### src/csh_pkg.sv
// Shared constants and carrier types for the component sorter handler port.
// Assumes a 32-bit AXI4-Lite register bus and a 50 MHz system clock.
package csh_pkg;

   // ==========================================================
   // Register map (byte addresses)
   localparam int ADDR_W = 8;
   localparam logic [7:0] OFF_CTRL = 8'h00;
   localparam logic [7:0] OFF_CMD = 8'h04;
   localparam logic [7:0] OFF_LEVEL = 8'h08;
   localparam logic [7:0] OFF_LIST = 8'h0C;
   localparam logic [7:0] OFF_STATUS = 8'h10;
   localparam logic [7:0] OFF_IRQ_STAT = 8'h14;
   localparam logic [7:0] OFF_IRQ_MASK = 8'h18;
   localparam logic [7:0] OFF_KEY = 8'h1C;

   // ==========================================================
   // Field positions
   localparam int CTRL_LIST_MODE = 0;
   localparam int CTRL_EXTERNAL_START_PULSE = 1;
   localparam int CMD_SOFT_TRIG = 0;
   localparam int CMD_ANALOG_DONE = 1;
   localparam int CMD_PUBLISH = 2;
   localparam int IRQ_START = 0;
   localparam int IRQ_ANALOG = 1;
   localparam int IRQ_DONE = 2;
   localparam int IRQ_PWRFAIL = 3;
   localparam int IRQ_KEY = 4;
   localparam int IRQ_W = 5;

   // ==========================================================
   // Reset values and codes
   localparam logic [31:0] CTRL_RESET = 32'h00000000;
   localparam logic [IRQ_W-1:0] MASK_RESET = 5'h00;
   localparam logic [3:0] BIN_NONE = 4'h0;
   localparam logic [3:0] BIN_LAST = 4'h9;
   localparam logic [3:0] BIN_AUX = 4'hA;
   localparam logic [3:0] BIN_OUT = 4'hB;
   localparam int NUM_BINS = 9;
   localparam int NUM_POINTS = 10;
   localparam logic [1:0] RESP_OKAY = 2'h0;
   localparam logic [1:0] RESP_SLVERR = 2'h2;

   // Measurement sequence states
   typedef enum logic [1:0] {
      CSH_IDLE = 2'b00,
      CSH_MEASURE = 2'b01,
      CSH_ANALOG = 2'b10,
      CSH_DONE = 2'b11
   } csh_state_t;

   // Level comparison result as written by firmware
   typedef struct packed {
      logic secondary_reject_flag;
      logic plo;
      logic phi;
      logic [3:0] binCode;
   } csh_level_t;

   // List sweep result: per point in/out and overall pass
   typedef struct packed {
      logic pass;
      logic [9:0] pointIn;
   } csh_list_t;

   // Handler output pins, all active low
   typedef struct packed {
      logic [8:0] binResultLineN;
      logic auxBinN;
      logic outOfBinsN;
      logic primaryHighFlagN;
      logic primaryLowFlagN;
      logic secondaryRejectFlagN;
      logic analogDoneN;
      logic measureDoneStrobeN;
      logic powerFailAlarmN;
   } csh_pins_t;

   localparam csh_pins_t PINS_IDLE = 17'h1FFFF;

   // Byte-lane merge for a register write
   function automatic logic [31:0] csh_merge(input logic [31:0] old, input logic [31:0] data,
                                             input logic [3:0] strb);
      logic [31:0] res;
      res = old;
      for (int b = 0; b < 4; b++) begin
         if (strb[b]) begin
            res[b*8 +: 8] = data[b*8 +: 8];
         end
      end
      return res;
   endfunction

   // True for every mapped register word
   function automatic logic csh_mapped(input logic [7:0] addr);
      return (addr[1:0] == 2'h0) && (addr <= OFF_KEY);
   endfunction

endpackage

### src/csh_axil_slave.sv
// AXI4-Lite slave front end: turns bus handshakes into register strobes.
// Assumes the parent returns read data combinationally for the held read address.
module csh_axil_slave (
   // Clock and synchronised reset
   input wire logic clk,
   input wire logic rstN,
   // Write address and data channels
   input wire logic [7:0] awaddr,
   input wire logic awvalid,
   output logic awready,
   input wire logic [31:0] wdata,
   input wire logic [3:0] wstrb,
   input wire logic wvalid,
   output logic wready,
   // Write response channel
   output logic [1:0] bresp,
   output logic bvalid,
   input wire logic bready,
   // Read channels
   input wire logic [7:0] araddr,
   input wire logic arvalid,
   output logic arready,
   output logic [31:0] rdata,
   output logic [1:0] rresp,
   output logic rvalid,
   input wire logic rready,
   // Register side
   output logic wrEn,
   output logic [7:0] wrAddr,
   output logic [31:0] wrData,
   output logic [3:0] wrStrb,
   output logic [7:0] rdAddr,
   input wire logic [31:0] rdData
);

   logic awHeld_reg;
   logic wHeld_reg;
   logic rdPend_reg;
   logic fire;

   // A write fires once both halves are held and no response is pending
   assign fire = awHeld_reg && wHeld_reg && !bvalid;

   // Write address capture, independent of write data
   always_ff @(posedge clk or negedge rstN) begin
      if (!rstN) begin
         awHeld_reg <= 1'b0;
         awready <= 1'b1;
         wrAddr <= 8'h00;
      end else if (awvalid && awready) begin
         awHeld_reg <= 1'b1;
         awready <= 1'b0;
         wrAddr <= awaddr;
      end else if (fire) begin
         awHeld_reg <= 1'b0;
         awready <= 1'b1;
      end
   end

   // Write data capture
   always_ff @(posedge clk or negedge rstN) begin
      if (!rstN) begin
         wHeld_reg <= 1'b0;
         wready <= 1'b1;
         wrData <= 32'h00000000;
         wrStrb <= 4'h0;
      end else if (wvalid && wready) begin
         wHeld_reg <= 1'b1;
         wready <= 1'b0;
         wrData <= wdata;
         wrStrb <= wstrb;
      end else if (fire) begin
         wHeld_reg <= 1'b0;
         wready <= 1'b1;
      end
   end

   // Register strobe and write response
   always_ff @(posedge clk or negedge rstN) begin
      if (!rstN) begin
         wrEn <= 1'b0;
         bvalid <= 1'b0;
         bresp <= csh_pkg::RESP_OKAY;
      end else begin
         wrEn <= fire && csh_pkg::csh_mapped(wrAddr);
         if (fire) begin
            bvalid <= 1'b1;
            bresp <= csh_pkg::csh_mapped(wrAddr) ? csh_pkg::RESP_OKAY : csh_pkg::RESP_SLVERR;
         end else if (bready) begin
            bvalid <= 1'b0;
         end
      end
   end

   // Read: take address, answer one cycle later
   always_ff @(posedge clk or negedge rstN) begin
      if (!rstN) begin
         arready <= 1'b1;
         rdPend_reg <= 1'b0;
         rdAddr <= 8'h00;
         rvalid <= 1'b0;
         rdata <= 32'h00000000;
         rresp <= csh_pkg::RESP_OKAY;
      end else begin
         if (arvalid && arready) begin
            arready <= 1'b0;
            rdPend_reg <= 1'b1;
            rdAddr <= araddr;
         end else if (rdPend_reg) begin
            rdPend_reg <= 1'b0;
            rvalid <= 1'b1;
            rdata <= csh_pkg::csh_mapped(rdAddr) ? rdData : 32'h00000000;
            rresp <= csh_pkg::csh_mapped(rdAddr) ? csh_pkg::RESP_OKAY : csh_pkg::RESP_SLVERR;
         end else if (rvalid && rready) begin
            rvalid <= 1'b0;
            arready <= 1'b1;
         end
      end
   end

endmodule

### src/csh_handler_port.sv
// Handler port of the bridge: sorting result pins, strobes, alarm, trigger and keypad lock.
// Assumes firmware on an AXI4-Lite bus writes results; handler pins are synchronous to clk.
//
// The address map and the AXI4-Lite interface to the registers are this design's own decisions.
module csh_handler_port (
   // Clock and reset
   input wire logic clk,
   input wire logic rst_n,
   // AXI4-Lite register bus
   input wire logic [7:0] s_axi_awaddr,
   input wire logic s_axi_awvalid,
   output logic s_axi_awready,
   input wire logic [31:0] s_axi_wdata,
   input wire logic [3:0] s_axi_wstrb,
   input wire logic s_axi_wvalid,
   output logic s_axi_wready,
   output logic [1:0] s_axi_bresp,
   output logic s_axi_bvalid,
   input wire logic s_axi_bready,
   input wire logic [7:0] s_axi_araddr,
   input wire logic s_axi_arvalid,
   output logic s_axi_arready,
   output logic [31:0] s_axi_rdata,
   output logic [1:0] s_axi_rresp,
   output logic s_axi_rvalid,
   input wire logic s_axi_rready,
   // Handler inputs (after the opto couplers, active high)
   input wire logic externalStartPulse,
   input wire logic panelLock,
   // Instrument-side inputs
   input wire logic powerLossDetect,
   input wire logic keyPress,
   input wire logic [4:0] keyCode,
   // Handler outputs (active low) and measurement start
   output csh_pkg::csh_pins_t handlerPins,
   output logic measureStart,
   // Interrupt
   output logic irq
);

   // ==========================================================
   // Reset synchroniser
   logic rstMeta_reg;
   logic rstSync_reg;

   // Asynchronous assert, synchronous release
   always_ff @(posedge clk or negedge rst_n) begin
      if (!rst_n) begin
         rstMeta_reg <= 1'b0;
         rstSync_reg <= 1'b0;
      end else begin
         rstMeta_reg <= 1'b1;
         rstSync_reg <= rstMeta_reg;
      end
   end

   // ==========================================================
   // Bus front end
   logic wrEn;
   logic [7:0] wrAddr;
   logic [31:0] wrData;
   logic [3:0] wrStrb;
   logic [7:0] rdAddr;
   logic [31:0] rdData;

   csh_axil_slave u_slave (
      .clk(clk),
      .rstN(rstSync_reg),
      .awaddr(s_axi_awaddr),
      .awvalid(s_axi_awvalid),
      .awready(s_axi_awready),
      .wdata(s_axi_wdata),
      .wstrb(s_axi_wstrb),
      .wvalid(s_axi_wvalid),
      .wready(s_axi_wready),
      .bresp(s_axi_bresp),
      .bvalid(s_axi_bvalid),
      .bready(s_axi_bready),
      .araddr(s_axi_araddr),
      .arvalid(s_axi_arvalid),
      .arready(s_axi_arready),
      .rdata(s_axi_rdata),
      .rresp(s_axi_rresp),
      .rvalid(s_axi_rvalid),
      .rready(s_axi_rready),
      .wrEn(wrEn),
      .wrAddr(wrAddr),
      .wrData(wrData),
      .wrStrb(wrStrb),
      .rdAddr(rdAddr),
      .rdData(rdData)
   );

   // ==========================================================
   // Configuration and result registers
   logic [31:0] ctrl_reg;
   csh_pkg::csh_level_t level_reg;
   csh_pkg::csh_list_t list_reg;
   logic [csh_pkg::IRQ_W-1:0] irqMask_reg;
   logic listMode;
   logic extTrigMode;
   logic wrCmd;

   assign listMode = ctrl_reg[csh_pkg::CTRL_LIST_MODE];
   assign extTrigMode = ctrl_reg[csh_pkg::CTRL_EXTERNAL_START_PULSE];
   assign wrCmd = wrEn && (wrAddr == csh_pkg::OFF_CMD) && wrStrb[0];

   // Control: comparison mode and trigger source
   always_ff @(posedge clk or negedge rstSync_reg) begin
      if (!rstSync_reg) begin
         ctrl_reg <= csh_pkg::CTRL_RESET;
      end else if (wrEn && wrAddr == csh_pkg::OFF_CTRL) begin
         ctrl_reg <= csh_pkg::csh_merge(ctrl_reg, wrData, wrStrb) & 32'h00000003;
      end
   end

   // Level and list results staged by firmware before publishing
   always_ff @(posedge clk or negedge rstSync_reg) begin
      if (!rstSync_reg) begin
         level_reg <= '0;
         list_reg <= '0;
      end else if (wrEn && wrAddr == csh_pkg::OFF_LEVEL && wrStrb[0]) begin
         level_reg <= wrData[6:0];
      end else if (wrEn && wrAddr == csh_pkg::OFF_LIST) begin
         list_reg <= 11'(csh_pkg::csh_merge({21'h000000, list_reg}, wrData, wrStrb));
      end
   end

   // Interrupt mask
   always_ff @(posedge clk or negedge rstSync_reg) begin
      if (!rstSync_reg) begin
         irqMask_reg <= csh_pkg::MASK_RESET;
      end else if (wrEn && wrAddr == csh_pkg::OFF_IRQ_MASK && wrStrb[0]) begin
         irqMask_reg <= wrData[csh_pkg::IRQ_W-1:0];
      end
   end

   // ==========================================================
   // Trigger detection and measurement sequence
   logic extPrev_reg;
   logic extRise;
   logic trigReq;
   logic trigAccept;
   logic analogAccept;
   logic publishAccept;
   csh_pkg::csh_state_t state_reg;

   // Rising edge of the external trigger; width is the handler's concern
   assign extRise = externalStartPulse && !extPrev_reg;
   assign trigReq = extTrigMode ? extRise : (wrCmd && wrData[csh_pkg::CMD_SOFT_TRIG]);
   assign trigAccept = trigReq && (state_reg == csh_pkg::CSH_IDLE || state_reg == csh_pkg::CSH_DONE);
   assign analogAccept = wrCmd && wrData[csh_pkg::CMD_ANALOG_DONE] && (state_reg == csh_pkg::CSH_MEASURE);
   assign publishAccept = wrCmd && wrData[csh_pkg::CMD_PUBLISH]
                          && (state_reg == csh_pkg::CSH_MEASURE || state_reg == csh_pkg::CSH_ANALOG);

   // Previous trigger level
   always_ff @(posedge clk or negedge rstSync_reg) begin
      if (!rstSync_reg) begin
         extPrev_reg <= 1'b0;
      end else begin
         extPrev_reg <= externalStartPulse;
      end
   end

   // Sequence: start, analog phase done, results published
   always_ff @(posedge clk or negedge rstSync_reg) begin
      if (!rstSync_reg) begin
         state_reg <= csh_pkg::CSH_IDLE;
      end else begin
         case (state_reg)
            csh_pkg::CSH_IDLE: begin
               if (trigAccept) begin
                  state_reg <= csh_pkg::CSH_MEASURE;
               end
            end
            csh_pkg::CSH_MEASURE: begin
               if (publishAccept) begin
                  state_reg <= csh_pkg::CSH_DONE;
               end else if (analogAccept) begin
                  state_reg <= csh_pkg::CSH_ANALOG;
               end
            end
            csh_pkg::CSH_ANALOG: begin
               if (publishAccept) begin
                  state_reg <= csh_pkg::CSH_DONE;
               end
            end
            csh_pkg::CSH_DONE: begin
               if (trigAccept) begin
                  state_reg <= csh_pkg::CSH_MEASURE;
               end
            end
            default: begin
               state_reg <= csh_pkg::CSH_IDLE;
            end
         endcase
      end
   end

   // One-cycle start pulse to the measurement engine
   always_ff @(posedge clk or negedge rstSync_reg) begin
      if (!rstSync_reg) begin
         measureStart <= 1'b0;
      end else begin
         measureStart <= trigAccept;
      end
   end

   // ==========================================================
   // Comparison result mapping
   logic [8:0] binNext;
   logic auxNext;
   logic outNext;
   logic [3:0] code;

   assign code = level_reg.binCode;

   // Bin lines: one bin code in level mode, one sweep point each in list mode
   generate
      for (genvar i = 0; i < csh_pkg::NUM_BINS; i++) begin : g_bin
         assign binNext[i] = listMode ? list_reg.pointIn[i]
                                      : (code == 4'(i + 1));
      end
   endgenerate

   // Aux carries point ten in list mode; out line is fail in list mode
   assign auxNext = listMode ? list_reg.pointIn[csh_pkg::NUM_POINTS-1] : (code == csh_pkg::BIN_AUX);
   assign outNext = listMode ? !list_reg.pass
                             : (code == csh_pkg::BIN_OUT || level_reg.phi || level_reg.plo);

   // ==========================================================
   // Handler pins
   logic [csh_pkg::IRQ_W-1:0] irqStat_reg;

   // Result lines change only when results are published
   always_ff @(posedge clk or negedge rstSync_reg) begin
      if (!rstSync_reg) begin
         handlerPins.binResultLineN <= csh_pkg::PINS_IDLE.binResultLineN;
         handlerPins.auxBinN <= 1'b1;
         handlerPins.outOfBinsN <= 1'b1;
         handlerPins.primaryHighFlagN <= 1'b1;
         handlerPins.primaryLowFlagN <= 1'b1;
         handlerPins.secondaryRejectFlagN <= 1'b1;
      end else if (publishAccept) begin
         handlerPins.binResultLineN <= ~binNext;
         handlerPins.auxBinN <= ~auxNext;
         handlerPins.outOfBinsN <= ~outNext;
         handlerPins.primaryHighFlagN <= ~(level_reg.phi && !listMode);
         handlerPins.primaryLowFlagN <= ~(level_reg.plo && !listMode);
         handlerPins.secondaryRejectFlagN <= ~(level_reg.secondary_reject_flag && !listMode);
      end
   end

   // Analog-done: low from end of analog phase until the next trigger
   always_ff @(posedge clk or negedge rstSync_reg) begin
      if (!rstSync_reg) begin
         handlerPins.analogDoneN <= 1'b1;
      end else if (trigAccept) begin
         handlerPins.analogDoneN <= 1'b1;
      end else if (analogAccept || publishAccept) begin
         handlerPins.analogDoneN <= 1'b0;
      end
   end

   // Measurement-done: low one cycle after results settle, until next trigger
   always_ff @(posedge clk or negedge rstSync_reg) begin
      if (!rstSync_reg) begin
         handlerPins.measureDoneStrobeN <= 1'b1;
      end else if (trigAccept) begin
         handlerPins.measureDoneStrobeN <= 1'b1;
      end else if (state_reg == csh_pkg::CSH_DONE) begin
         handlerPins.measureDoneStrobeN <= 1'b0;
      end
   end

   // Alarm follows the sticky power-fail flag until software clears it
   always_ff @(posedge clk or negedge rstSync_reg) begin
      if (!rstSync_reg) begin
         handlerPins.powerFailAlarmN <= 1'b1;
      end else begin
         handlerPins.powerFailAlarmN <= ~(irqStat_reg[csh_pkg::IRQ_PWRFAIL] || powerLossDetect);
      end
   end

   // ==========================================================
   // Keypad with panel lock
   logic keyAccept;
   logic [4:0] key_reg;

   assign keyAccept = keyPress && !panelLock;

   // Last accepted key code
   always_ff @(posedge clk or negedge rstSync_reg) begin
      if (!rstSync_reg) begin
         key_reg <= 5'h00;
      end else if (keyAccept) begin
         key_reg <= keyCode;
      end
   end

   // ==========================================================
   // Interrupt status and output
   logic [csh_pkg::IRQ_W-1:0] irqSet;
   logic [csh_pkg::IRQ_W-1:0] irqClr;

   assign irqSet = {keyAccept, powerLossDetect, publishAccept, analogAccept, trigAccept};
   assign irqClr = (wrEn && wrAddr == csh_pkg::OFF_IRQ_STAT && wrStrb[0]) ? wrData[csh_pkg::IRQ_W-1:0]
                                                                        : 5'h00;

   // Sticky status, write one to clear; a set in the same cycle wins
   always_ff @(posedge clk or negedge rstSync_reg) begin
      if (!rstSync_reg) begin
         irqStat_reg <= 5'h00;
      end else begin
         irqStat_reg <= (irqStat_reg & ~irqClr) | irqSet;
      end
   end

   // Level interrupt while any unmasked status bit is set
   always_ff @(posedge clk or negedge rstSync_reg) begin
      if (!rstSync_reg) begin
         irq <= 1'b0;
      end else begin
         irq <= |(((irqStat_reg & ~irqClr) | irqSet) & irqMask_reg);
      end
   end

   // ==========================================================
   // Read mux
   always_comb begin
      rdData = 32'h00000000;
      case (rdAddr)
         csh_pkg::OFF_CTRL: rdData = ctrl_reg;
         csh_pkg::OFF_LEVEL: rdData = {25'h0000000, level_reg};
         csh_pkg::OFF_LIST: rdData = {21'h000000, list_reg};
         csh_pkg::OFF_STATUS: rdData = {5'h00, handlerPins, 5'h00, externalStartPulse,
                                        powerLossDetect, panelLock, state_reg};
         csh_pkg::OFF_IRQ_STAT: rdData = {27'h0000000, irqStat_reg};
         csh_pkg::OFF_IRQ_MASK: rdData = {27'h0000000, irqMask_reg};
         csh_pkg::OFF_KEY: rdData = {27'h0000000, key_reg};
         default: rdData = 32'h00000000;
      endcase
   end

endmodule

### config.mk
export PLATFORM = sky130hd
export DESIGN_NAME = csh_handler_port
export DESIGN_NICKNAME = d
export VERILOG_FILES = /design/src/csh_pkg.sv /design/src/csh_axil_slave.sv /design/src/csh_handler_port.sv
export SDC_FILE = /design/constraint.sdc
export NUM_CORES = 1
export LEC_CHECK = 0
export BUFFER_PORTS_ARGS = -buffer_cell sky130_fd_sc_hd__clkbuf_2
export CAP_MARGIN = 20
export CORE_ASPECT_RATIO = 2
export CORE_MARGIN = 4
export CORE_UTILIZATION = 25
export CTS_BUF_LIST = sky130_fd_sc_hd__clkbuf_16
export DETAILED_ROUTE_END_ITERATION = 10
export PLACE_DENSITY = 0.49
export SYNTH_ARGS = -nofsm -noshare
export SYNTH_HDL_FRONTEND = slang
export SYNTH_SLANG_ARGS = --single-unit
### constraint.sdc
create_clock -name clk -period 4.3 [get_ports clk]
set_input_delay 0.43 -clock clk [delete_from_list [all_inputs] [get_ports clk]]
set_output_delay 0.43 -clock clk [all_outputs]
set_load 0.01 [all_outputs]
---- After elaboration in Yosys (flattened, before gate mapping) ----
Cells that the tools add are included.
storage, ports and cells
  bits in registers ....................... 133
  latch bits .............................. 0
  RAM bits ................................ 0
  ROM bits ................................ 0
  input bits .............................. 68
  memories kept ........................... 0
operators by class
  add/sub/neg operators ................... 0
  multiply operators ...................... 0
  div/mod/pow operators ................... 0
  magnitude comparators ................... 2
  equality and inequality tests ........... 29
  shifts and indexed selects .............. 0
  muxes and demuxes ....................... 40
  bitwise operators ....................... 13
  reductions and logical operators ........ 62
operators with widths
  operator                                             count
  case mux 27 bit (7 select lines)                     1
  equality test 8 x 5 -> 1 bit, second input constant  6
  equality test 8 x 4 -> 1 bit, second input constant  4
  logical AND 1 bit                                    30
  2-to-1 mux 1 bit                                     30
  2-to-1 mux 27 bit                                    1
  equality test 4 x 3 -> 1 bit, second input constant  4
  equality test 4 bit, second input constant           4
  <= comparator 8 x 5 -> 1 bit, second input constant  2
  zero test 8 bit                                      2
  nonzero test 2 bit                                   7
  2-to-1 mux 2 bit                                     6
  bitwise AND 5 bit                                    2
  NOT 9 bit                                            1
  AND reduction 3 bit                                  3
  equality test 4 x 2 -> 1 bit, second input constant  2
  equality test 8 x 3 -> 1 bit, second input constant  1
  NOT 1 bit                                            8
  AND reduction 2 bit                                  4
  zero test 2 bit                                      3
  logical OR 1 bit                                     6
  case mux 2 bit (3 select lines)                      1
  zero test 1 bit                                      5
  2-to-1 mux 5 bit                                     1
  other kinds (10)                                     12

---- Logic depth before layout (Yosys ltp) ----
Gate-level depths: netlist of run 1.
  depth in word-level cells ............... 9
  gate-level depth with buffers ........... 7
  depth with buffers taken out ............ 7

---- Cells and area by module ----
From an unflattened synthesis of run 1, not the netlist that was laid out.
unflattened totals
  cell total of the unflattened synthesis .. 549
  area, all modules ....................... 6693.9 um^2
by module, submodules not included
  module            times used  cells each  area each (um^2)  seq. area each (um^2)
  csh_axil_slave    1           259         3671.0            2381.0
  csh_handler_port  1           290         3022.9            1497.7

---- Least setup slack after synthesis of run 1 ----
No wires, ideal clock.
  path kind ............................... register to register
  start ................................... register u_slave.wrAddr[4]
  end ..................................... register state_reg[0]
  data arrival time ....................... 1.594 ns
  data required time ...................... 4.175 ns
  slack ................................... 2.581 ns
  stages on the path, launching flop included .. 6
  period minus slack after synthesis ...... 1.719 ns
  path through ............................ dfrtp_1 -> nor4_4 -> and4_1 -> nor2_1 -> a21oi_1 -> mux2_2
on the way
  longest elaborated chain between the ends .. 8
RTL lines
  item                                      RTL line                 source
  from (decl)                               csh_axil_slave.sv:29     output logic [7:0] wrAddr,
  from (signal assigned)                    csh_axil_slave.sv:53     wrAddr <= awaddr;
  equality test 8 x 3 -> 1 bit *            csh_handler_port.sv:106  assign wrCmd = wrEn && (wrAddr == csh_pkg::OFF_CMD) && wrStrb[0];
  logical AND 1 bit * (2 in a row)          csh_handler_port.sv:106
  logical AND 1 bit                         csh_handler_port.sv:150  assign trigReq = extTrigMode ? extRise : (wrCmd && wrData[csh_pkg::CMD_SOFT_TRIG]);
  2-to-1 mux 1 bit                          csh_handler_port.sv:150
  logical AND 1 bit                         csh_handler_port.sv:151  assign trigAccept = trigReq && (state_reg == csh_pkg::CSH_IDLE || state_reg == csh_pkg::CSH_DONE);
  inequality test 2 x 1 -> 1 bit (no line)  n/a
  AND reduction 3 bit (no line)             n/a
  to (signal assigned)                      csh_handler_port.sv:168  state_reg <= csh_pkg::CSH_IDLE;
  to (signal assigned)                      csh_handler_port.sv:173  state_reg <= csh_pkg::CSH_MEASURE;
  to (signal assigned)                      csh_handler_port.sv:178  state_reg <= csh_pkg::CSH_DONE;
  to (decl)                                 csh_handler_port.sv:146  csh_pkg::csh_state_t state_reg;
Every way passes the cells marked *; elsewhere a longest branch is shown, timed or not.
A chain may end at the register's enable or synchronous reset.

---- Final worst setup path of run 1 ----
  start ................................... register u_slave.rdAddr[0]
  end ..................................... register u_slave.rdata[22]
on the way
  longest elaborated chain between the ends .. 3
RTL lines
  item                                                                          RTL line                                source
  from (decl)                                                                   csh_axil_slave.sv:32                    output logic [7:0] rdAddr,
  from (signal assigned)                                                        csh_axil_slave.sv:108                   rdAddr <= araddr;
  <= comparator 8 x 5 -> 1 bit, or another cell as far along                    csh_pkg.sv:96                           return (addr[1:0] == 2'h0) && (addr <= OFF_KEY);
  logical AND 1 bit / case mux 27 bit (7 select lines) (equally long branches)  csh_pkg.sv:96, csh_handler_port.sv:332
  2-to-1 mux 27 bit *                                                           csh_axil_slave.sv:112                   rdata <= csh_pkg::csh_mapped(rdAddr) ? rdData : 32'h00000000;
  to (signal assigned)                                                          csh_axil_slave.sv:112
  to (decl)                                                                     csh_axil_slave.sv:23                    output logic [31:0] rdata,
Marks and branches as above.

==> results of run 1 <==
[final cells by class]
cell class / instances / area [µm²] / share of cell area, %
timing repair buffer: 101 / 518 / 7.69
tap: 273 / 342 / 5.07
sequential: 126 / 3180 / 47.3
clock buffer: 17 / 425 / 6.32
clock inverter: 15 / 114 / 1.69
inverter: 13 / 48.8 / 0.725
multi-input combinational: 281 / 2100 / 31.3
[cells by family after synthesis]
logic type	after synthesis	share of synthesized area (%)
flip-flops	126	58.2
AND/OR/NAND/NOR	105	10.4
AO/OA/AOI/OAI	93	12.2
multiplexers	71	14.5
buffers and inverters	41	3.75
adder cells (fa/ha/maj)	4	0.916
other	2	0.137
[power by group through the flow]
stage / Sequential (mW) / Clock (mW) / Combinational, mW
finish: 1.52 / 1.32 / 0.321
floorplan: 1.48 / 0 / 0.242
global route: 1.55 / 1.41 / 0.363
CTS: 1.53 / 1.36 / 0.331
detailed placement: 1.55 / 0 / 0.328
global placement: 1.54 / 0 / 0.319
[worst paths after layout]
check	startpoint	to	slack, ns	cells after the start
min in group asynchronous	rst_n	rstSync_reg	0.33	2
max	u_slave.rdAddr[0]	u_slave.rdata[22]	2.06	4
min reg2reg	rstMeta_reg	rstSync_reg	0.34	0
max in group asynchronous	rstSync_reg	handlerPins[14]	2.82	1
max reg2reg	u_slave.rdAddr[0]	u_slave.rdata[22]	2.06	4
min	externalStartPulse	extPrev_reg	0.17	1
[cells in the final DEF, fill, tap and decap left out, types with 3 or more instances in the layout]
master and instances:
sky130_fd_sc_hd__a21oi_1 10, sky130_fd_sc_hd__a22o_1 11, sky130_fd_sc_hd__a22o_2 10, sky130_fd_sc_hd__a22oi_1 5, sky130_fd_sc_hd__a31oi_1 4, sky130_fd_sc_hd__buf_4 3, sky130_fd_sc_hd__clkbuf_16 17, sky130_fd_sc_hd__clkbuf_2 97
sky130_fd_sc_hd__clkinv_1 6, sky130_fd_sc_hd__clkinv_2 4, sky130_fd_sc_hd__conb_1 8, sky130_fd_sc_hd__dfrtp_1 105, sky130_fd_sc_hd__dfstp_2 20, sky130_fd_sc_hd__ha_1 4, sky130_fd_sc_hd__inv_1 16, sky130_fd_sc_hd__mux2_2 66
sky130_fd_sc_hd__mux2i_1 5, sky130_fd_sc_hd__nand2_1 47, sky130_fd_sc_hd__nand2b_1 6, sky130_fd_sc_hd__nand3_1 5, sky130_fd_sc_hd__nand4_1 3, sky130_fd_sc_hd__nor2_1 12, sky130_fd_sc_hd__nor2b_1 8, sky130_fd_sc_hd__nor3b_1 3
sky130_fd_sc_hd__o21a_1 3, sky130_fd_sc_hd__o21ai_0 26, sky130_fd_sc_hd__o31ai_1 5, sky130_fd_sc_hd__o41ai_1 5
[what timing repair did]
item | in CTS | in global routing
buffers inserted | 0 | 0
setup endpoints to repair | 0 | 0
endpoints found under the hold margin | 2 | 0
hold buffers | 1 | 0
[routing by layer]
metal	vias to the layer above	wire length [µm]	part of all wire [%]	global-route usage [%]
met4	0	491	3.4	6.50
met3	27	613	4.2	3.39
li1	1784	-	-	-
met1	1878	5140	35	12.4
met5	-	0	0	0
met2	102	8390	57	24.1
[critical path, stage by stage, from the launching register on]
cell	delay, ns
sky130_fd_sc_hd__dfrtp_1	0.37
sky130_fd_sc_hd__or4_4	0.55
sky130_fd_sc_hd__nor3_4	0.32
sky130_fd_sc_hd__and3_1	0.68
sky130_fd_sc_hd__a22o_2	0.25
==> flow_results.org, run 1 <==
** Run status
- Outcome :: finished, final reports clean

** Cells and area
- Layout overhead on the synthesized area :: 23.2%
- The number of antenna diodes in the final layout is 0.
- After routing the design area is 6730 µm².
- Counting flops per register, the top entry is u_slave.rdata.
- Of the cells placed in the final design, the portion with a size suffix greater than 1 is 41.6%.
- Flip-flop count of the largest register after layout :: 27
- The filler cells instantiated in the layout total 2,254.
- Once layout is complete, the cells apart from fillers number 826.
- Final core occ :: between 30% and 40%
- The largest registers in the layout are u_slave.rdata: 27 flops, handlerPins: 17 flops.
- The final layout contains between 600 and 700 nets.

** Yosys
- Netlist area before placement :: approximately 5500 µm²
- Averaged over all synthesized cells, the footprint is 12.4 µm².
- Synthesis-stage register bit count :: 126
- For this run, the number of Yosys warnings is 0.
- Sequential area share after synthesis :: roughly three fifths
- Number of enable-type register cells in the synthesized netlist :: 0
- Post-synthesis cell count :: 442
- Most frequent cell after synthesis :: sky130_fd_sc_hd__dfrtp_1
- Area contributors post-synth :: sky130_fd_sc_hd__dfrtp_1 (49%), sky130_fd_sc_hd__mux2_2 (14%), sky130_fd_sc_hd__dfstp_2 (9.6%)
- In this run the biggest area consumer among cell types represents 48.5% of the synthesized area.
- Commonest register cell after synthesis :: sky130_fd_sc_hd__dfrtp_1
- Async set-reset flop share out of synthesis :: 100%
- Synthesis instantiated 54 different standard cells from the library.
- Library cell with the largest summed area after synthesis :: sky130_fd_sc_hd__dfrtp_1
- Ranked by instance count, the synthesized netlist is headed by sky130_fd_sc_hd__dfrtp_1 (106), sky130_fd_sc_hd__mux2_2 (66), sky130_fd_sc_hd__nand2_1 (47), sky130_fd_sc_hd__o21ai_0 (26), sky130_fd_sc_hd__dfstp_2 (20).

** Critical path
- Type of the setup path with the least slack :: reg2reg
- The worst setup path is captured at a flop.
- Endpoint arrival time on the critical path :: between 2 and 3 ns
- The worst setup path is launched from a flop.
- Maximum fanout encountered on the critical timing path :: 16
- STA puts the critical path data required time at between 4 and 5 ns.

** Floorplanning
- # IOs :: 128
- The initialized floorplan defines 76 standard-cell rows.
- Core Footprint :: 21,500 µm²
- The die covers 24,400 µm².
- Horizontal extent of the die :: 113 µm
- In this run the vertical extent of the chip is 217 µm.
- Initial Util :: 25.4%

** Timing
- Setup violations remaining at the end of the flow were counted as 0.
- Measured against its own limit, the worst slew margin works out to 40.6%.
- Dividing the final minimum period by the clock period gives 52.1%.
- Setup repair after global routing left no endpoint under its margin.
- The worst path meets setup with 2.06 ns of slack.
- Minimum clock period :: about 2.2 ns
- The count of final max-slew check failures came to 0.
- Highest attainable clock frequency :: 0.447 GHz
- After routing, the total negative slack on setup checks comes to 0 ns.
- Worst hold slack :: about 0.17 ns
- Final number of hold-violating endpoints :: 0
- Worst Tran Pin Value :: 0.891 ns
- Worst clock skew :: 0.00558 ns

** Pwr
- Overall power after layout :: 3.16 mW
- Worst ir drop on vdd :: 223 µV
- Comb power frac :: 10.2%
- Net switching is 25.9% of the power.
- The internal portion of the total power is 2.35 mW.
- In this run the static leakage power is 3.17 nW.
- Clk pwr share :: a little over two fifths
- Registers are responsible for 48.0% of the overall power.
- Summed over all nets, the switching power comes to 0.818 mW.
- Power per cell area :: 470 nW/µm²

** Clocking
- For the worst-skew pair, the clock arrives at the later sink with an insertion delay of about 0.42 ns.
- Inserted Clock Buffers :: 17
- After clock tree synthesis, the clock-pin slew on the worst setup and hold paths is 0.05 ns.
- Post-CTS repair changed the size of 0 cells.
- The clock drives around 130 sinks.
- The clock tree synthesis step divided the H-tree into 4 levels.
- Clock tree from TritonCTS :: yes
- Deepest clock path buffer count :: 2
- CTS placed an instance of sky130_fd_sc_hd__clkbuf_16 at the clock tree root.

** Place
- In this run, placement finished with an instance count of 793.
- The congestion estimate from routability-driven global placement came to 0.814.
- In this run the cell area measured after placement is a little over 6000 µm².
- Post-Place Worst Slack :: 1.87 ns
- After legalization and detailed placement, the total HPWL measured 11.4 mm.
- Port bufs :: 97

** Route
- DR iter-0 viols :: about 110
- Once detail routing completed, the nets flagged for antenna violations numbered 0.
- Average wire length per cell after detail routing :: 17.7 µm
- Remaining design rule violation count :: 0
- Routed via count :: 3,791
- Via-per-instance ratio :: 4.59
- Total wirelength of the detailed-routed design :: 14.6 mm
- Before antenna repair, the detailed router went through 4 iterations.

** Global route
- Entering global routing, the biggest net connects 69 pins.
- The via count of the first global-routing pass was 4,208.
- Number of antenna violations at the first check in global routing :: 0
- After global routing the overflow that remains totals 0.
- The first global-routing pass estimated 23.7 mm of wire.
- Across every metal layer, demand over resource in global routing totals 12.7%.

** Hold path
- The min-delay analysis places its worst path in the category in2reg.

** Flow run
- Across the run, the number of max-cap violations was 0.
(Power assumes the default switching activity.)
==> inputs of run 2 (changes only) <==
--- a/config.mk
+++ b/config.mk
@@ -5,6 +5,7 @@
 export SDC_FILE = /design/constraint.sdc
 export NUM_CORES = 1
 export LEC_CHECK = 0
+export ABC_AREA = 1
 export BUFFER_PORTS_ARGS = -buffer_cell sky130_fd_sc_hd__clkbuf_2
 export CAP_MARGIN = 20
 export CORE_ASPECT_RATIO = 2
@@ -12,7 +13,7 @@
 export CORE_UTILIZATION = 25
 export CTS_BUF_LIST = sky130_fd_sc_hd__clkbuf_16
 export DETAILED_ROUTE_END_ITERATION = 10
-export PLACE_DENSITY = 0.49
+export PLACE_DENSITY = 0.51
 export SYNTH_ARGS = -nofsm -noshare
 export SYNTH_HDL_FRONTEND = slang
 export SYNTH_SLANG_ARGS = --single-unit
==> constraint.sdc (replaced) <==
create_clock -name clk -period 1.9 [get_ports clk]
set_input_delay 0.19 -clock clk [delete_from_list [all_inputs] [get_ports clk]]
set_output_delay 0.19 -clock clk [all_outputs]
set_load 0.01 [all_outputs]
==> flow_results.org, run 2 <==
** Run status
- Outcome :: finished, final reports clean

** Route
- The overall routed net length came to 15.6 mm (+6.8%).
- DR iter-0 viols :: 237 (+120%)
- The number of vias after detailed routing is 4,603 (+21%).
- The first-pass iteration count of the detailed router is 6 (+2).
- Average wire length per cell after detail routing :: 14.6 µm (-18%)
- The remaining design rule violation count was 0 (unchanged).
- Via-per-instance ratio :: 4.29 (-6.6%)
- The remaining number of nets flagged by the antenna check after routing is 0 (unchanged).

** Critical path
- The number of cell instances on the worst register-to-register path came to 7 (+3).
- Critical path endpoint :: handlerPins[14]
- Critical Path Start :: state_reg[0]
- The worst setup path is captured at a flop.
- CP startpoint kind :: flop
- Worst reg2reg setup slack :: 0.17 ns (-1.89 ns)
- Maximum fanout encountered on the critical timing path :: 24 (+8)
- The worst register-to-register path begins at state_reg[0].
- Type of the setup path with the least slack :: reg2reg
- The worst register-to-register path ends at handlerPins[14].
- The critical path data required time came to 2.24 ns (-2.42 ns).
- The endpoint arrival time on the critical path came to 2.06 ns (-0.54 ns).

** Cells and area
- The combined area of the multi-input logic cells is 1960 µm² (-6.9%).
- Ranked by flip-flop count, first place goes to u_slave.rdata.
- The final net count came to 860 (+41%).
- Register Area :: 3180 µm² (unchanged)
- The flip-flop count of the largest register after layout came to 27 (unchanged).
- The proportion of layout cells with a drive suffix above 1 was 23.5% (-18 points).
- The number of diodes came to 0 (unchanged).
- Count of fill cells added during filler insertion :: 2,312 (+2.6%)
- Final cell count without fillers :: 1,074 (+30%)
- Layout overhead on the synthesized area :: 32.1%
- In the final layout, the registers with the most flip-flops are u_slave.rdata: 27 flops, handlerPins: 17 flops.
- Most frequent cells in the layout :: sky130_fd_sc_hd__nand2_1 (191), sky130_fd_sc_hd__dfrtp_1 (105), sky130_fd_sc_hd__clkbuf_2 (97)
- The final instance area is 7310 µm² (+8.6%).
- Most common cell after layout, fill and taps aside :: sky130_fd_sc_hd__nand2_1

** Clocking
- H-tree depth reported by CTS :: 4 (unchanged)
- TritonCTS sink count :: 126 (unchanged)
- Deepest clock path buffer count :: 2 (unchanged)
- Clock tree from TritonCTS :: yes
- The clock insertion delay at the later pin of the skew report is 0.42 ns (about the same).
- The number of cells upsized or downsized after cts is 0 (unchanged).
- The tree is rooted in a sky130_fd_sc_hd__clkbuf_16.
- The clock-pin slew on the worst setup and hold paths is 0.06 ns (about the same).
- The number of clock buffers inserted by TritonCTS came to 17 (unchanged).

** Pwr
- The net switching power of the design is 2.90 mW (+250%).
- The total power density per cell area was 1200 nW/µm² (+150%).
- Clk pwr share :: 35.3% (-6.5 points)
- The cell leakage power came to 3.66 nW (+15%).
- Power Internal :: 5.86 mW (+150%)
- The peak supply drop is 450 µV (+100%).
- Power share of the sequential group :: 41.0% (-7.0 points)
- The overall power of the completed layout came to 8.76 mW (+180%).
- Switching portion of total power :: 33.1% (+7.3 points)
- The fraction of power consumed by combinational cells came to 23.8% (+14 points).

** Yosys
- The count of flip-flops with a built-in enable after synthesis is 0 (unchanged).
- The netlist area before placement came to 5540 µm² (+1.3%).
- List of most frequent post-synthesis cells :: sky130_fd_sc_hd__nand2_1 (191), sky130_fd_sc_hd__dfrtp_1 (106), sky130_fd_sc_hd__inv_1 (74), sky130_fd_sc_hd__o21ai_0 (66), sky130_fd_sc_hd__nor2_1 (36)
- By area the synthesized netlist is led by sky130_fd_sc_hd__dfrtp_1 (48%), sky130_fd_sc_hd__nand2_1 (13%), sky130_fd_sc_hd__dfstp_2 (9.5%).
- Number of distinct standard cells referenced by the synthesized netlist :: 32 (-41%)
- The async set-reset flop share out of synthesis was 100% (unchanged).
- Mapped Avg Cell Area :: 8.68 µm² (-30%)
- Library cell with the largest summed area after synthesis :: sky130_fd_sc_hd__dfrtp_1
- Sequential area share after synthesis :: 57.4% (-0.74 points)
- Fraction of post-synthesis cell area in the top cell type by area :: 47.9% (-0.61 points)
- Synthesis-stage register bit count :: 126 (unchanged)
- Synthesis Warnings :: 0 (unchanged)
- Commonest register cell after synthesis :: sky130_fd_sc_hd__dfrtp_1
- Post-synthesis cell count :: 638 (+44%)
- Among all cell types in the netlist, the one instantiated most often is sky130_fd_sc_hd__nand2_1.

** Timing
- The final critical delay including setup and external delays came to 1.73 ns (-0.511 ns).
- Final setup viols :: 0 (unchanged)
- Setup repair after global routing left no endpoint under its margin.
- Aggregate negative setup slack :: 0 ns (unchanged)
- The total count of hold-check failures in the final report came to 0 (unchanged).
- Share of the clock period used by the worst path :: 90.9% (+39 points)
- The smallest setup slack after layout is 0.172 ns (-1.89 ns).
- Worst clock skew :: 0.0112 ns (+0.00560 ns)
- The count of final max-slew check failures is 0 (unchanged).
- Highest attainable clock frequency :: 0.579 GHz (+30%)

** Flow run
- Max-capacitance violation count :: 0 (unchanged)

** Floorplanning
- The height of the die came to 218 µm (+0.62%).
- The area of the placeable core is 21,700 µm² (+0.89%).
- Horizontal extent of the die :: 113 µm (+0.59%)
- Initial Util :: 25.5% (+0.10 points)
- Number of placement rows :: 76 (unchanged)
- The die area came to 24,700 µm² (+1.2%).
- # IOs :: 128 (unchanged)

** Place
- The worst setup timing slack at the placement stage came to 0.148 ns (-1.72 ns).
- The area after detailed placement was 6430 µm² (+4.0%).
- Port bufs :: 97 (unchanged)
- The count of placed standard cells including taps is 1,010 (+27%).
- Weighted congestion at the end of routability-driven global placement :: 0.879 (+8.0%)
- HPWL after DPL :: 12.0 mm (+5.9%)

** Global route
- Global routing usage summed across all routing layers :: 13.3% (+0.53 points)
- Global-route wire length before repair :: 24.9 mm (+5.5%)
- The number of antenna violations at the first check in global routing came to 0 (unchanged).
- The sum of overflow across all layers after global routing was 0 (unchanged).
- Pin count of the biggest net entering global routing :: 53 (-23%)
- The via count of the first global-routing pass was 4,687 (+11%).

** Hold path
- The tightest min-delay check is of the in2reg type.
==> run 2: metal layers <==
| metal | GRT usage (%) | wire (µm) | up-vias |
|---|---|---|---|
| met5 | 0 | 0 | - |
| met4 | 5.90 | 447 | 0 |
| met3 | 2.85 | 505 | 24 |
| met2 | 26.2 | 9020 | 96 |
| met1 | 12.7 | 5660 | 2160 |
| li1 | - | - | 2323 |
==> run 2: final cells by class <==
cell class | count | area share, %
Clock buffer | 17 | 5.82
Tap cell | 273 | 4.67
Multi-Input combinational cell | 418 | 26.8
Timing Repair Buffer | 147 | 13.4
Clock inverter | 15 | 1.80
Inverter | 78 | 4.00
Sequential cell | 126 | 43.5
==> run 2: worst min path at each step <==
| stage | endpoint | start | cells past startpoint |
|---|---|---|---|
| final | u_slave.wrData[10] | s_axi_wdata[10] | 3 |
| after global routing | key_reg[1] | keyCode[1] | 2 |
| after CTS | u_slave.rdAddr[4] | s_axi_araddr[4] | 3 |
| after detailed placement | rstMeta_reg | rst_n | 1 |
| after global placement | rstMeta_reg | rst_n | 1 |
| after floorplan | rstMeta_reg | rst_n | 0 |
==> run 2: logic make-up after synthesis <==
group / synth area share, %
adders and majority gates: 0.904
AOI/OAI and AO/OA: 10.4
buffers and inverters: 7.60
muxes: 0.995
other: 0.136
and+or+nand+nor: 22.5
DFF: 57.4
==> run 2: worst max-delay path, cell delays in order (launching register included) <==
cell                       delay (ns)
sky130_fd_sc_hd__dfrtp_1         0.36
sky130_fd_sc_hd__inv_1           0.08
sky130_fd_sc_hd__ha_1            0.34
sky130_fd_sc_hd__nor2_1          0.23
sky130_fd_sc_hd__nand3_4         0.14
sky130_fd_sc_hd__buf_12          0.18
sky130_fd_sc_hd__a211oi_1        0.24
sky130_fd_sc_hd__a21oi_1         0.07
==> run 2: power by group through the flow <==
stage	Combinational (mW)	Sequential [mW]	Clock, mW
floorplan	1.23	3.64	0
global placement	2.05	3.62	0
detailed placement	2.07	3.64	0
CTS	2.14	3.59	3.19
global route	2.37	3.65	3.30
finish	2.08	3.59	3.09
==> run 2: what timing repair did <==
| action | in CTS | in global routing |
|---|---|---|
| hold endpoints to repair | 32 | 1 |
| buffers inserted | 0 | 0 |
| hold buffers | 31 | 1 |
==> run 2: through the flow <==
step | utilization [%] | hold slack (ns)
floorplan | - | -0.106
global placement | 29.7 | -0.0211
detailed placement | 29.7 | -0.0180
CTS | 33.7 | 0.00374
global route | 33.7 | 0.0164
finish | 33.7 | 0.0132
